## src/hw/psram_read_pkg.sv

```systemverilog
package psram_read_pkg;
  // ************************************************************
  // bus geometry
  // ************************************************************
  localparam int BYTE_W = 8;  // width of the data lines
  localparam int WORD_W = 16;  // one word is two bus bytes
  localparam int CA_W = 48;  // three command/address words
  localparam int CA_BYTES = 6;  // bytes of the command/address phase
  localparam int CA_ACT_BYTES = 4;  // row and upper column known after these
  localparam int ADDR_W = 22;  // word address width of the array
  localparam int ROW_W = 19;  // row plus upper column address width
  localparam int LAT_W = 4;  // width of the latency setting
  localparam int CNT_W = 5;  // holds twice the largest latency
  localparam int WSEL_W = 2;  // wrap length selector width
  // ************************************************************
  // command/address field positions
  // ************************************************************
  localparam int CA_READ_BIT = 47;  // one marks a read
  localparam int CA_SPACE_BIT = 46;  // one marks register space
  localparam int CA_BURST_BIT = 45;  // burst type select
  localparam int CA_ROW_HI = 34;  // top of the row address
  localparam int CA_ROW_LO = 16;  // bottom of the upper column
  localparam int CA_COL_HI = 2;  // top of the lower column
  localparam int ACT_ROW_HI = 18;  // row field inside the first 32 bits
  localparam logic CA_BURST_LINEAR = 1'b1;  // burst bit value for linear
  // ************************************************************
  // reset values and burst sizes
  // ************************************************************
  localparam logic [BYTE_W-1:0] DQ_RESET = 8'h00;  // data lines idle value
  localparam logic STROBE_RESET = 1'b0;  // strobe idle value
  localparam logic [ADDR_W-1:0] WRAP_MIN_WORDS = 22'h000008;  // shortest wrap
  localparam int FIFO_DEPTH = 8;  // words buffered toward the bus
  // ************************************************************
  // transaction states
  // ************************************************************
  typedef enum logic [2:0] {
    ST_IDLE,
    ST_CMD,
    ST_LAT,
    ST_RD,
    ST_WR
  } state_t;
endpackage : psram_read_pkg

```

## src/hw/ddr_psram_read_port.sv

```systemverilog
// Overview of operation
// - top command bit one means read
// - bit 46 picks array or registers
// - bit 45 picks wrapped or linear burst; register space is always linear
// - row access may start after two words
// - third word completes the word address
// - host clocks the latency; single when strobe low
// - strobe high adds one more latency count
// - latency four plus extra gives four more
// - strobe toggles with edge-aligned data bytes
// - device drives strobe during reads
// - data continues while clock runs, select low
// - wrap inside burst, linear crosses rows
// - linear read past end rolls to zero
// - bus clock may stop while deselected
// - register read: upper byte first, lower second
// - host centres write data between edges
// - strobe masks write bytes with latency
// - zero latency writes unmasked, strobe released
// - masked byte kept, unmasked byte stored
// - bit seven on line seven, down to zero
`timescale 1ns/1ps
// ************************************************************
// word buffer between the array and the bus
// ************************************************************
module word_fifo #(
  parameter int WIDTH = 16,
  parameter int DEPTH = 8
) (
  input wire logic clock,
  input wire logic nrst,
  input wire logic flush,
  input wire logic in_valid,
  output logic in_ready,
  input wire logic [WIDTH-1:0] in_data,
  output logic out_valid,
  input wire logic out_ready,
  output logic [WIDTH-1:0] out_data
);
  localparam int PW = $clog2(DEPTH);
  logic [WIDTH-1:0] mem [DEPTH];  // storage words
  logic [PW:0] wr_ptr_reg;  // extra bit tells full from empty
  logic [PW:0] rd_ptr_reg;
  wire push = in_valid && in_ready;
  wire pop = out_valid && out_ready;
  assign in_ready = (wr_ptr_reg[PW-1:0] != rd_ptr_reg[PW-1:0])
                    || (wr_ptr_reg[PW] == rd_ptr_reg[PW]);
  assign out_valid = wr_ptr_reg != rd_ptr_reg;
  assign out_data = mem[rd_ptr_reg[PW-1:0]];
  // pointers; flush drops everything left from an aborted burst
  always_ff @(posedge clock or negedge nrst) begin
    if (!nrst) begin
      wr_ptr_reg <= '0;
      rd_ptr_reg <= '0;
    end else if (flush) begin
      wr_ptr_reg <= '0;
      rd_ptr_reg <= '0;
    end else begin
      if (push) begin
        wr_ptr_reg <= wr_ptr_reg + 1'b1;
      end
      if (pop) begin
        rd_ptr_reg <= rd_ptr_reg + 1'b1;
      end
    end
  end
  // storage has no reset, only valid entries are ever read
  always_ff @(posedge clock) begin
    if (push) begin
      mem[wr_ptr_reg[PW-1:0]] <= in_data;
    end
  end
endmodule : word_fifo
// ************************************************************
// device side of the strobe based ddr bus
// ************************************************************
module ddr_psram_read_port
  import psram_read_pkg::*;
(
  input wire logic clock,
  input wire logic nrst,
  input wire logic bus_clock,
  input wire logic cs_n,
  input wire logic [BYTE_W-1:0] dq_in,
  output logic [BYTE_W-1:0] dq_out,
  output logic dq_oe_n,
  input wire logic rw_data_strobe_in,
  output logic rw_data_strobe_out,
  output logic rw_data_strobe_oe_n,
  input wire logic [LAT_W-1:0] latency_clocks,
  input wire logic [WSEL_W-1:0] wrap_len_sel,
  input wire logic refresh_busy,
  output logic row_open,
  output logic [ROW_W-1:0] row_open_addr,
  output logic fetch_valid,
  input wire logic fetch_ready,
  output logic [ADDR_W-1:0] fetch_addr,
  output logic fetch_space,
  input wire logic word_valid,
  output logic word_ready,
  input wire logic [WORD_W-1:0] word_data,
  output logic wr_valid,
  output logic [ADDR_W-1:0] wr_addr,
  output logic wr_space,
  output logic [WORD_W-1:0] wr_data,
  output logic [1:0] wr_byte_en,
  output logic read_underrun
);
  // ************************************************************
  // address step, shared by fetch and write paths
  // ************************************************************
  function automatic logic [ADDR_W-1:0] next_addr(input logic [ADDR_W-1:0] a,
                                                   input logic wrap,
                                                   input logic [WSEL_W-1:0] sel);
    logic [ADDR_W-1:0] m;
    logic [ADDR_W-1:0] inc;
    m = (WRAP_MIN_WORDS << sel) - 1'b1;
    inc = a + 1'b1;
    // linear steps simply roll over at the top of the array
    if (wrap) begin
      next_addr = (a & ~m) | (inc & m);
    end else begin
      next_addr = inc;
    end
  endfunction : next_addr

  // ************************************************************
  // pin synchronisers
  // ************************************************************
  logic [1:0] bclk_sync_reg;  // bus clock, two stages
  logic bclk_d_reg;  // previous synchronised bus clock, for edges
  logic [1:0] cs_sync_reg;  // select, idles high
  logic [BYTE_W-1:0] dq_m_reg;  // data lines first stage
  logic [BYTE_W-1:0] dq_s_reg;  // data lines second stage
  logic [1:0] rw_data_strobe_sync_reg;  // strobe input as write mask
  // two flops on every pin; data and clock see the same delay,
  // so centred write data stays centred around the sampled edges
  always_ff @(posedge clock or negedge nrst) begin
    if (!nrst) begin
      bclk_sync_reg <= '0;
      bclk_d_reg <= 1'b0;
      cs_sync_reg <= 2'b11;
      dq_m_reg <= DQ_RESET;
      dq_s_reg <= DQ_RESET;
      rw_data_strobe_sync_reg <= '0;
    end else begin
      bclk_sync_reg <= {bclk_sync_reg[0], bus_clock};
      bclk_d_reg <= bclk_sync_reg[1];
      cs_sync_reg <= {cs_sync_reg[0], cs_n};
      dq_m_reg <= dq_in;
      dq_s_reg <= dq_m_reg;
      rw_data_strobe_sync_reg <= {rw_data_strobe_sync_reg[0], rw_data_strobe_in};
    end
  end
  wire bclk_s = bclk_sync_reg[1];
  wire cs_high = cs_sync_reg[1];
  wire mask_s = rw_data_strobe_sync_reg[1];
  wire rise = bclk_s && !bclk_d_reg;  // bus clock rising edge seen
  wire fall = !bclk_s && bclk_d_reg;  // bus clock falling edge seen
  wire edge_seen = rise || fall;

  // ************************************************************
  // transaction state
  // ************************************************************
  state_t state_reg;  // current phase
  state_t state_next;
  logic [CA_W-1:0] ca_reg;  // command/address shift register
  logic [2:0] byte_cnt_reg;  // command bytes taken so far
  logic [CNT_W-1:0] lat_cnt_reg;  // latency clocks counted
  logic extra_reg;  // strobe shown high during command phase
  logic is_read_reg;  // decoded direction
  logic space_reg;  // register space selected
  logic wrap_reg;  // wrapped burst selected
  logic [ADDR_W-1:0] addr_reg;  // next word address
  logic [BYTE_W-1:0] lo_hold_reg;  // lower byte waiting for the fall
  logic [BYTE_W-1:0] wr_hi_reg;  // upper write byte from the rise
  logic mask_hi_reg;  // mask of the upper write byte

  wire [CA_W-1:0] ca_full = {ca_reg[CA_W-BYTE_W-1:0], dq_s_reg};
  wire ca_last = (state_reg == ST_CMD) && edge_seen && (byte_cnt_reg == 3'(CA_BYTES - 1));
  wire ca_act = (state_reg == ST_CMD) && edge_seen && (byte_cnt_reg == 3'(CA_ACT_BYTES - 1));
  wire ca_read = ca_full[CA_READ_BIT];
  wire ca_space = ca_full[CA_SPACE_BIT];
  wire ca_wrap = ca_full[CA_BURST_BIT] != CA_BURST_LINEAR;
  wire [ADDR_W-1:0] ca_addr = {ca_full[CA_ROW_HI:CA_ROW_LO], ca_full[CA_COL_HI:0]};
  wire [CNT_W-1:0] lat_total = extra_reg ? {latency_clocks, 1'b0}
                                         : {1'b0, latency_clocks};
  // ending on the fall keeps the last latency fall out of the data phase,
  // so a latency write never stores a word from a non-data half cycle
  wire lat_done = (state_reg == ST_LAT) && fall
                  && (lat_cnt_reg == lat_total);
  wire lat_write = !space_reg;  // only latency writes carry a mask
  wire fifo_flush = cs_high;
  wire buf_valid;
  wire buf_pop = (state_reg == ST_RD) && rise;
  wire [WORD_W-1:0] buf_data;
  wire fetch_go = fetch_valid && fetch_ready;
  wire wr_step = (state_reg == ST_WR) && fall;

  // next state; select high always wins and drops the transaction
  always_comb begin
    state_next = state_reg;
    case (state_reg)
      ST_IDLE: begin
        if (!cs_high) begin
          state_next = ST_CMD;
        end
      end
      ST_CMD: begin
        // zero latency register writes go straight to data
        if (ca_last) begin
          state_next = (!ca_read && ca_space) ? ST_WR : ST_LAT;
        end
      end
      ST_LAT: begin
        if (lat_done) begin
          state_next = is_read_reg ? ST_RD : ST_WR;
        end
      end
      ST_RD: state_next = ST_RD;
      ST_WR: state_next = ST_WR;
      default: state_next = ST_IDLE;
    endcase
    if (cs_high) begin
      state_next = ST_IDLE;
    end
  end

  // ************************************************************
  // sequencing registers
  // ************************************************************
  // phase, counters and decoded command fields
  always_ff @(posedge clock or negedge nrst) begin
    if (!nrst) begin
      state_reg <= ST_IDLE;
      ca_reg <= '0;
      byte_cnt_reg <= '0;
      lat_cnt_reg <= '0;
      extra_reg <= 1'b0;
      is_read_reg <= 1'b0;
      space_reg <= 1'b0;
      wrap_reg <= 1'b0;
    end else begin
      state_reg <= state_next;
      if (state_reg == ST_IDLE) begin
        // refresh demand is fixed at select fall and shown through the command phase
        extra_reg <= refresh_busy;
        byte_cnt_reg <= '0;
        lat_cnt_reg <= '0;
      end
      if ((state_reg == ST_CMD) && edge_seen) begin
        ca_reg <= ca_full;
        byte_cnt_reg <= byte_cnt_reg + 1'b1;
      end
      if (ca_last) begin
        is_read_reg <= ca_read;
        space_reg <= ca_space;
        wrap_reg <= ca_wrap && !ca_space;
      end
      if ((state_reg == ST_LAT) && rise) begin
        lat_cnt_reg <= lat_cnt_reg + 1'b1;
      end
    end
  end

  // word address: loaded from the command, stepped per fetch or write
  always_ff @(posedge clock or negedge nrst) begin
    if (!nrst) begin
      addr_reg <= '0;
    end else if (ca_last) begin
      addr_reg <= ca_addr;
    end else if (fetch_go || wr_step) begin
      addr_reg <= next_addr(addr_reg, wrap_reg, wrap_len_sel);
    end
  end

  // early row activation once the first two words are in
  always_ff @(posedge clock or negedge nrst) begin
    if (!nrst) begin
      row_open <= 1'b0;
      row_open_addr <= '0;
    end else begin
      row_open <= ca_act;
      if (ca_act) begin
        row_open_addr <= ca_full[ACT_ROW_HI:0];
      end
    end
  end

  // ************************************************************
  // read path
  // ************************************************************
  // the array is asked for words from the latency phase until select rises;
  // the buffer's ready only stalls returning words; fetch_valid does not wait on it, so fetches can outrun it
  assign fetch_valid = is_read_reg && !cs_high
                       && ((state_reg == ST_LAT) || (state_reg == ST_RD));
  assign fetch_addr = addr_reg;
  assign fetch_space = space_reg;

  word_fifo #(
    .WIDTH(WORD_W),
    .DEPTH(FIFO_DEPTH)
  ) read_buf (
    .clock(clock),
    .nrst(nrst),
    .flush(fifo_flush),
    .in_valid(word_valid),
    .in_ready(word_ready),
    .in_data(word_data),
    .out_valid(buf_valid),
    .out_ready(buf_pop),
    .out_data(buf_data)
  );

  // bus drivers: strobe shows refresh need in the command phase,
  // stays low through read latency, then toggles with each byte
  always_ff @(posedge clock or negedge nrst) begin
    if (!nrst) begin
      dq_out <= DQ_RESET;
      dq_oe_n <= 1'b1;
      rw_data_strobe_out <= STROBE_RESET;
      rw_data_strobe_oe_n <= 1'b1;
      lo_hold_reg <= DQ_RESET;
      read_underrun <= 1'b0;
    end else begin
      read_underrun <= buf_pop && !buf_valid;
      dq_oe_n <= state_next != ST_RD;
      rw_data_strobe_oe_n <= !((state_next == ST_CMD)
                               || (state_next == ST_RD)
                               || ((state_next == ST_LAT)
                                   && (ca_last ? ca_read : is_read_reg)));
      if (state_reg == ST_CMD) begin
        rw_data_strobe_out <= extra_reg;
      end else if (state_reg == ST_LAT) begin
        rw_data_strobe_out <= 1'b0;
      end else if (buf_pop) begin
        // an empty buffer sends zeros; the underrun flag reports it
        dq_out <= buf_valid ? buf_data[WORD_W-1:BYTE_W] : DQ_RESET;
        lo_hold_reg <= buf_valid ? buf_data[BYTE_W-1:0] : DQ_RESET;
        rw_data_strobe_out <= 1'b1;
      end else if ((state_reg == ST_RD) && fall) begin
        dq_out <= lo_hold_reg;
        rw_data_strobe_out <= 1'b0;
      end
    end
  end

  // ************************************************************
  // write path
  // ************************************************************
  // upper byte on the rise, lower byte on the fall, one word per clock
  always_ff @(posedge clock or negedge nrst) begin
    if (!nrst) begin
      wr_hi_reg <= DQ_RESET;
      mask_hi_reg <= 1'b0;
      wr_valid <= 1'b0;
      wr_addr <= '0;
      wr_space <= 1'b0;
      wr_data <= '0;
      wr_byte_en <= '0;
    end else begin
      wr_valid <= wr_step;
      if ((state_reg == ST_WR) && rise) begin
        wr_hi_reg <= dq_s_reg;
        mask_hi_reg <= mask_s && lat_write;
      end
      if (wr_step) begin
        wr_addr <= addr_reg;
        wr_space <= space_reg;
        wr_data <= {wr_hi_reg, dq_s_reg};
        wr_byte_en <= ~{mask_hi_reg, mask_s && lat_write};
      end
    end
  end

  logic [ADDR_W-1:0] wrap_mask;
  assign wrap_mask = (WRAP_MIN_WORDS << wrap_len_sel) - 1'b1;
endmodule : ddr_psram_read_port

```

## config.mk

```make
export PLATFORM = sky130hd
export DESIGN_NAME = ddr_psram_read_port
export DESIGN_NICKNAME = d
export VERILOG_FILES = /design/src/hw/psram_read_pkg.sv /design/src/hw/ddr_psram_read_port.sv
export SDC_FILE = /design/constraint.sdc
export NUM_CORES = 1
export LEC_CHECK = 0
export BUFFER_PORTS_ARGS = -buffer_cell sky130_fd_sc_hd__buf_2
export CAP_MARGIN = 20
export CELL_PAD_IN_SITES_DETAIL_PLACEMENT = 1
export CELL_PAD_IN_SITES_GLOBAL_PLACEMENT = 1
export CORE_MARGIN = 1.5
export CORE_UTILIZATION = 30
export CTS_CLUSTER_DIAMETER = 30
export DETAILED_ROUTE_END_ITERATION = 16
export PLACE_DENSITY = 0.54
export SLEW_MARGIN = 10
export SYNTH_ARGS = -nofsm -noshare
export SYNTH_HDL_FRONTEND = slang
export SYNTH_SLANG_ARGS = --single-unit
```

## constraint.sdc

```tcl
create_clock -name clock -period 9.2 [get_ports clock]
set_input_delay 0.92 -clock clock [delete_from_list [all_inputs] [get_ports clock]]
set_output_delay 0.92 -clock clock [all_outputs]
set_load 0.02 [all_outputs]
```

---- Word-level counts from Yosys, hierarchy flattened ----
Memory sizes are Yosys's and may differ from the RTL's.
Cells that the tools add are included.
operators by class
  bitwise logic cells ..................... 8
  equal/unequal tests ..................... 14
  reductions and logical operators ........ 46
  shift operators ......................... 1
  $add $sub $neg .......................... 6
  muxes and demuxes ....................... 29
operators with widths
  cell                                                                   number
  22-bit 2-to-1 mux                                                      3
  22-bit bitwise AND                                                     2
  8-bit 2-to-1 mux                                                       4
  22-bit by 1-bit adder with 22-bit output, second input constant        1
  1-bit logical AND                                                      22
  22-bit NOT                                                             1
  22-bit bitwise OR                                                      1
  4-bit by 2-bit left shift with 22-bit output, first input constant     1
  22-bit by 1-bit subtractor with 22-bit output, second input constant   1
  3-bit 2-to-1 mux                                                       7
  4-bit 2-to-1 mux                                                       4
  3-bit by 2-bit equality test with 1-bit output, second input constant  5
  5-bit 2-to-1 mux                                                       3
  3-bit case mux with 5 select lines                                     1
  2-bit nonzero test                                                     6
  4-bit by 1-bit adder with 4-bit output, second input constant          2
  1-bit zero test                                                        8
  1-bit 2-to-1 mux                                                       7
  3-bit by 1-bit equality test with 1-bit output, second input constant  2
  3-bit equality test, second input constant                             2
  1-bit logical OR                                                       6
  3-bit AND reduction                                                    2
  5-bit by 1-bit adder with 5-bit output, second input constant          1
  5-bit equality test                                                    1
  other kinds (9)                                                        11
word-level totals
  memories ................................ 1
  flip-flop bits (word level) ............. 199
  word-level logic and storage cells ...... 137
  bits in writable memories ............... 128
  output and inout port bits .............. 99
memories
  memory        words  bits a word  rd ports  clocked after Yosys merged registers in  write ports  line                       RTL
  read_buf.mem  8      16           1         0                                        1            ddr_psram_read_port.sv:41  logic [WIDTH-1:0] mem [DEPTH];

---- Depth between registers and ports, before layout ----
  word-level depth ........................ 12
  depth in mapped cells ................... 9

---- Modules after synthesis ----
Synthesis repeated with hierarchy kept, for this count alone.
second synthesis, totals
  cells, all modules ...................... 857
  area, all modules ....................... 13142.6 µm²
by module, submodules not included
  module               area an instance (µm²)  instances  seq. area each (µm²)  cells each
  ddr_psram_read_port  7634.8                  1          4609.4                593
  word_fifo            5507.8                  1          4043.9                264

---- Least setup slack after synthesis ----
Ideal clock, no wire load.
  path type ............................... register -> register
  from .................................... register read_buf.rd_ptr_reg[1]
  to ...................................... memory read_buf.mem[0][0], enable pin
  cell stages (with the launch flop) ...... 7
  clock period less this slack ............ 3013 ps
  data arrival time ....................... 2603 ps
  setup slack ............................. 6187 ps
  cells stage by stage .................... dfrtp_1 buf_2 buf_2 xor2_1 o41a_1 nand2_1 nor3_1
between the ends
  cells in the longest elaborated chain, start to end .. 5
RTL lines
  what                                    line                       RTL
  from (decl)                             ddr_psram_read_port.sv:43  logic [PW:0] rd_ptr_reg;
  from (signal assigned)                  ddr_psram_read_port.sv:63  rd_ptr_reg <= rd_ptr_reg + 1'b1;
  3-bit inequality test                   ddr_psram_read_port.sv:46  assign in_ready = (wr_ptr_reg[PW-1:0] != rd_ptr_reg[PW-1:0])
  1-bit logical OR                        ddr_psram_read_port.sv:47  || (wr_ptr_reg[PW] == rd_ptr_reg[PW]);
  1-bit logical AND                       ddr_psram_read_port.sv:44  wire push = in_valid && in_ready;
  1-bit 2-to-1 mux                        ddr_psram_read_port.sv:69  if (push) begin
  1-bit 2-to-1 mux (implied by the code)  ddr_psram_read_port.sv:70  mem[wr_ptr_reg[PW-1:0]] <= in_data;
  to (decl)                               ddr_psram_read_port.sv:41
No other way between the ends.

---- Final worst setup path ----
  from .................................... register read_buf.rd_ptr_reg[1]
  to ...................................... output port word_ready
between the ends
  cells in the longest elaborated chain, start to end .. 2
RTL lines
  what                   line                        RTL
  3-bit inequality test  ddr_psram_read_port.sv:46
  1-bit logical OR       ddr_psram_read_port.sv:47
  to (decl)              ddr_psram_read_port.sv:100  output logic word_ready,
No other way between the ends.

==> impl_metrics.prom <==
# TYPE chip_impl_metric gauge
chip_impl_metric{name="ys_types",unit=""} 58
chip_impl_metric{name="ctsResizeCount",unit=""} 0
chip_impl_metric{name="fp-row-count",unit=""} 75
chip_impl_info{name="routed.top_layer",value="met5"} 1
chip_impl_metric{name="max_cap_violations",unit=""} 0
chip_impl_metric{name="drcViolationCount",unit=""} 0
chip_impl_metric{name="ff2ff_path_depth",unit=""} 6
chip_impl_metric{name="final_critical_path_setup_slack",unit="ns"} 6.01
chip_impl_metric{name="sequential_to_total_area_share_from_yosys_stat",unit=""} 0.677
chip_impl_info{name="rsz0062_at_grt",value="false"} 1
chip_impl_metric{name="synth-warning-count",unit=""} 0
chip_impl_metric{name="route.met3.wl",unit="µm"} 1640
chip_impl_metric{name="floorplan.initialDensity",unit=""} 0.304
chip_impl_metric{name="minimum_period_implied_by_the_final_worst_setup_slack",unit="ns"} 3.19
chip_impl_metric{name="largest_reg_flops",unit=""} 128
chip_impl_info{name="whs_endpoint",value="dq_s_reg[4]$_DFF_PN0_"} 1
chip_impl_info{name="synth_top_area_cell",value="sky130_fd_sc_hd__dfrtp_1"} 1
chip_impl_metric{name="synth_async_sr_flop_share",unit=""} 0.600
chip_impl_info{name="cts_root_buffer",value="sky130_fd_sc_hd__clkbuf_16"} 1
chip_impl_metric{name="fin_tns_setup",unit="ns"} 0
chip_impl_info{name="cpLargestDelayFamily",value="buffers and inverters"} 1
chip_impl_metric{name="ctsHtreeMaxLevel",unit=""} 3
chip_impl_info{name="cp_cell_sequence",value="buf_4, xor2_1, or4_1, buf_2"} 1
chip_impl_metric{name="placement.io_buffers",unit=""} 136
chip_impl_info{name="cts_tree",value="done"} 1
chip_impl_metric{name="power-per-cell-area",unit="nW/µm²"} 285
chip_impl_metric{name="initial_antenna_violation_count",unit=""} 2
chip_impl_metric{name="yosys.area.top_type_share",unit=""} 0.368
chip_impl_metric{name="met2WireLength",unit="µm"} 14900
chip_impl_metric{name="hold_path_depth",unit=""} 0
chip_impl_metric{name="area.growth.synth_to_final",unit="%"} 32.3
chip_impl_metric{name="postSynthCellCount",unit=""} 845
chip_impl_metric{name="wire_length_of_the_first_global_routing_pass",unit="µm"} 49000
chip_impl_metric{name="clock_insertion_delay_at_the_later_pin_of_the_skew_report",unit="ns"} 0.60
chip_impl_metric{name="cts-root-to-sink-buffers",unit=""} 3
chip_impl_metric{name="max_freq",unit="MHz"} 313
chip_impl_info{name="crit-reg2reg-launch",value="state_reg[1]$_DFF_PN0_"} 1
chip_impl_metric{name="worstPathMaxFanout",unit=""} 37
chip_impl_metric{name="place_worst_setup_slack",unit="ns"} 6.26
chip_impl_metric{name="cpPeakStageDelay",unit="ns"} 0.49
chip_impl_metric{name="fin_crit_sh",unit=""} 0.347
chip_impl_metric{name="number_of_ports_placed_on_the_die_boundary",unit=""} 137
chip_impl_metric{name="worst_pin_slew",unit="ns"} 1.03
chip_impl_metric{name="number_of_vias_in_the_routed_layout",unit=""} 7730
chip_impl_metric{name="timing.critical_path.required",unit="ns"} 8.28
chip_impl_info{name="critPathLaunchType",value="flip-flop"} 1
chip_impl_metric{name="crit_arrival",unit="ns"} 2.27
chip_impl_metric{name="vias_in_the_first_global_route",unit=""} 8322
chip_impl_metric{name="power.ir.vdd_worst",unit="mV"} 0.144
chip_impl_metric{name="final_nets",unit=""} 1080
chip_impl_info{name="worst_path_max_delay_cell",value="sky130_fd_sc_hd__buf_4"} 1
chip_impl_metric{name="holdBufCountCts",unit=""} 0
chip_impl_metric{name="grt_remaining_overflow",unit=""} 0
chip_impl_metric{name="wl_per_cell",unit="µm"} 19.1
chip_impl_info{name="timing_worst_setup_path_type",value="flip-flop to output pin"} 1
chip_impl_metric{name="dpl.cell_count",unit=""} 1488
chip_impl_metric{name="drt_pre_antenna_iters",unit=""} 4
chip_impl_metric{name="clock_sinks",unit=""} 320
chip_impl_metric{name="grt_util_all_layers",unit=""} 0.146
chip_impl_info{name="critPathCaptureType",value="output pin"} 1
chip_impl_info{name="min-delay-path-class",value="flip-flop to flip-flop"} 1
chip_impl_metric{name="slew_violations",unit=""} 0
chip_impl_metric{name="layout_cells_sized_above_1",unit=""} 0.402
chip_impl_metric{name="design.core.area",unit="µm²"} 42000
chip_impl_metric{name="die_width",unit="µm"} 209
chip_impl_metric{name="post_drt_via_cell_ratio",unit=""} 4.72
chip_impl_metric{name="place.detailed.hpwl",unit="µm"} 20000
chip_impl_metric{name="rrSetupSlack",unit="ns"} 6.33
chip_impl_metric{name="mappedNetlistNets",unit=""} 893
chip_impl_metric{name="postRouteAntennaNets",unit=""} 0
chip_impl_metric{name="die_height",unit="µm"} 209
chip_impl_metric{name="grt_max_degree",unit=""} 117
chip_impl_metric{name="critPathBufInv",unit=""} 2
chip_impl_metric{name="finalHoldViolations",unit=""} 0
chip_impl_metric{name="count_of_flip_flops_with_a_built_in_enable_after_synthesis",unit=""} 128
chip_impl_info{name="worstHoldStart",value="dq_m_reg[4]$_DFF_PN0_"} 1
chip_impl_metric{name="clock-skew-final",unit="ns"} 0.0434
chip_impl_info{name="post_synth_main_area_contributors",value="sky130_fd_sc_hd__dfrtp_1 37%, sky130_fd_sc_hd__edfxtp_1 30%, sky130_fd_sc_hd__mux2_2 9.7%"} 1
chip_impl_metric{name="mappedNetlistArea",unit="µm²"} 12800
chip_impl_metric{name="relSlewSlack",unit=""} 0.311
chip_impl_metric{name="drt_iter0_drc",unit=""} 346
chip_impl_metric{name="gp_congestion",unit=""} 0.746
chip_impl_metric{name="wl_met1",unit="µm"} 14000
chip_impl_metric{name="cts_inserted_buffers",unit=""} 80
chip_impl_metric{name="design.die.area",unit="µm²"} 43900
chip_impl_metric{name="postCtsSetupBuffers",unit=""} 0
chip_impl_info{name="ys_dominant_reg_cell",value="sky130_fd_sc_hd__dfrtp_1"} 1
chip_impl_metric{name="wl",unit="µm"} 31200
chip_impl_info{name="status",value="finished clean"} 1
chip_impl_metric{name="leakagePower",unit="nW"} 7.12
chip_impl_metric{name="layoutNonFillerInstCount",unit=""} 1638
chip_impl_metric{name="cts.clk_slew.worst_paths",unit="ns"} 0.04
chip_impl_metric{name="setup_viol",unit=""} 0
chip_impl_metric{name="synth.avg_cell_area",unit="µm²"} 15.1
chip_impl_metric{name="antenna_cells",unit=""} 0
chip_impl_metric{name="synth.ff_latch_count",unit=""} 320
-- synth_stat cells, types with 2 or more instances --
library cell,n
sky130_fd_sc_hd__xor2_1,10
sky130_fd_sc_hd__mux2i_1,11
sky130_fd_sc_hd__inv_1,22
sky130_fd_sc_hd__o211ai_1,3
sky130_fd_sc_hd__nand2_1,65
sky130_fd_sc_hd__or3_1,5
sky130_fd_sc_hd__a31oi_1,17
sky130_fd_sc_hd__nor3_1,10
sky130_fd_sc_hd__o41ai_1,2
sky130_fd_sc_hd__or4_1,4
sky130_fd_sc_hd__nor2_1,45
sky130_fd_sc_hd__clkbuf_1,29
sky130_fd_sc_hd__dfstp_2,4
sky130_fd_sc_hd__buf_2,10
sky130_fd_sc_hd__nand2b_1,5
sky130_fd_sc_hd__nand4_1,15
sky130_fd_sc_hd__or2_2,2
sky130_fd_sc_hd__a21o_1,2
sky130_fd_sc_hd__o31ai_1,3
sky130_fd_sc_hd__mux4_2,32
sky130_fd_sc_hd__ha_1,10
sky130_fd_sc_hd__nand4b_1,3
sky130_fd_sc_hd__o21ai_0,28
sky130_fd_sc_hd__xnor2_1,18
sky130_fd_sc_hd__edfxtp_1,128
sky130_fd_sc_hd__dfrtp_1,188
sky130_fd_sc_hd__mux2_2,110
sky130_fd_sc_hd__nand3_1,12
sky130_fd_sc_hd__and3_1,3
sky130_fd_sc_hd__a2111oi_0,3
sky130_fd_sc_hd__nor4_1,4
sky130_fd_sc_hd__nor2b_1,2
sky130_fd_sc_hd__a21oi_1,14
sky130_fd_sc_hd__buf_1,2
-- power by group --
part / internal (mW) / switching, mW
sequential: 1.60 / 0.0914
clock: 1.97 / 0.873
combinational: 0.125 / 0.160
-- cells in the final DEF, fill, tap and decap left out, types with 5 or more instances in the layout --
cell type	count
sky130_fd_sc_hd__ha_1	10
sky130_fd_sc_hd__nor3_1	7
sky130_fd_sc_hd__edfxtp_1	128
sky130_fd_sc_hd__dfrtp_1	187
sky130_fd_sc_hd__a31oi_1	17
sky130_fd_sc_hd__xor2_1	10
sky130_fd_sc_hd__clkbuf_8	11
sky130_fd_sc_hd__mux2_2	110
sky130_fd_sc_hd__xnor2_1	18
sky130_fd_sc_hd__buf_2	135
sky130_fd_sc_hd__clkinv_2	14
sky130_fd_sc_hd__clkbuf_16	80
sky130_fd_sc_hd__nand2_1	65
sky130_fd_sc_hd__inv_1	22
sky130_fd_sc_hd__nand4_1	15
sky130_fd_sc_hd__bufinv_16	10
sky130_fd_sc_hd__nand2b_1	5
sky130_fd_sc_hd__or3_1	5
sky130_fd_sc_hd__nor2_1	41
sky130_fd_sc_hd__nand3_1	12
sky130_fd_sc_hd__buf_4	11
sky130_fd_sc_hd__inv_6	8
sky130_fd_sc_hd__o21ai_0	28
sky130_fd_sc_hd__mux2i_1	11
sky130_fd_sc_hd__mux4_2	32
sky130_fd_sc_hd__clkbuf_1	13
sky130_fd_sc_hd__a21oi_1	14
-- worst max-delay path by stage --
stage	slack, ns	endpoint	depth (start not counted)	startpoint
2_1_floorplan	6.19	read_buf.mem[0][0]$_DFFE_PP_	6	read_buf.rd_ptr_reg[1]$_DFFE_PN0P_
3_3_place_gp	6.29	flip-flop	6	state_reg[1]$_DFF_PN0_
3_5_place_dp	6.26	read_buf.mem[5][2]$_DFFE_PP_	5	read_buf.rd_ptr_reg[1]$_DFFE_PN0P_
4_1_cts	5.94	word_ready	4	read_buf.rd_ptr_reg[1]$_DFFE_PN0P_
5_1_grt	5.86	word_ready	4	read_buf.rd_ptr_reg[1]$_DFFE_PN0P_
6_report	6.01	word_ready	4	read_buf.rd_ptr_reg[1]$_DFFE_PN0P_
-- stage by stage --
| stage | util | instance area [µm²] | hold WS [ns] | total power [mW] |
|---|---|---|---|---|
| after global placement | 0.335 | 14100 | 0.333 | 2.00 |
| after CTS | 0.402 | 16900 | 0.338 | 4.89 |
| final | 0.402 | 16900 | 0.340 | 4.82 |
| after detailed placement | 0.336 | 14100 | 0.336 | 2.01 |
| after floorplan | - | 12800 | 0.331 | 1.86 |
| after global routing | 0.402 | 16900 | 0.350 | 5.01 |
-- layer usage --
metal,GRT usage,vias to the layer above
li1,-,3545
met1,0.189,3957
met2,0.231,168
met3,0.0411,58
met4,0.0576,2
met5,0,-
-- cell families after synthesis --
family	synth area share
DFF	0.677
buffers and inverters	0.0213
xor gates and xnor gates	0.0192
adders and majority gates	0.00978
AOI/OAI and AO/OA	0.0427
and+or+nand+nor	0.0687
muxes	0.162
-- layout make-up --
class,count,area (µm²)
Fill cell,4237,25100
Sequential cell,320,8650
Multi-Input combinational cell,459,3910
Clock buffer,103,2190
Timing Repair Buffer,149,802
Tap cell,539,674
Clock inverter,46,607
Inverter,22,82.6
-- worst reg2reg max path: cells and delay by family (launching register included) --
family	cells	cell delay [ns]
and+or+nand+nor	3	1.39
DFF	1	0.56
AOI/OAI and AO/OA	2	0.37
buffers and inverters	1	0.48
Note: power is estimated with default switching activity, not from simulation.
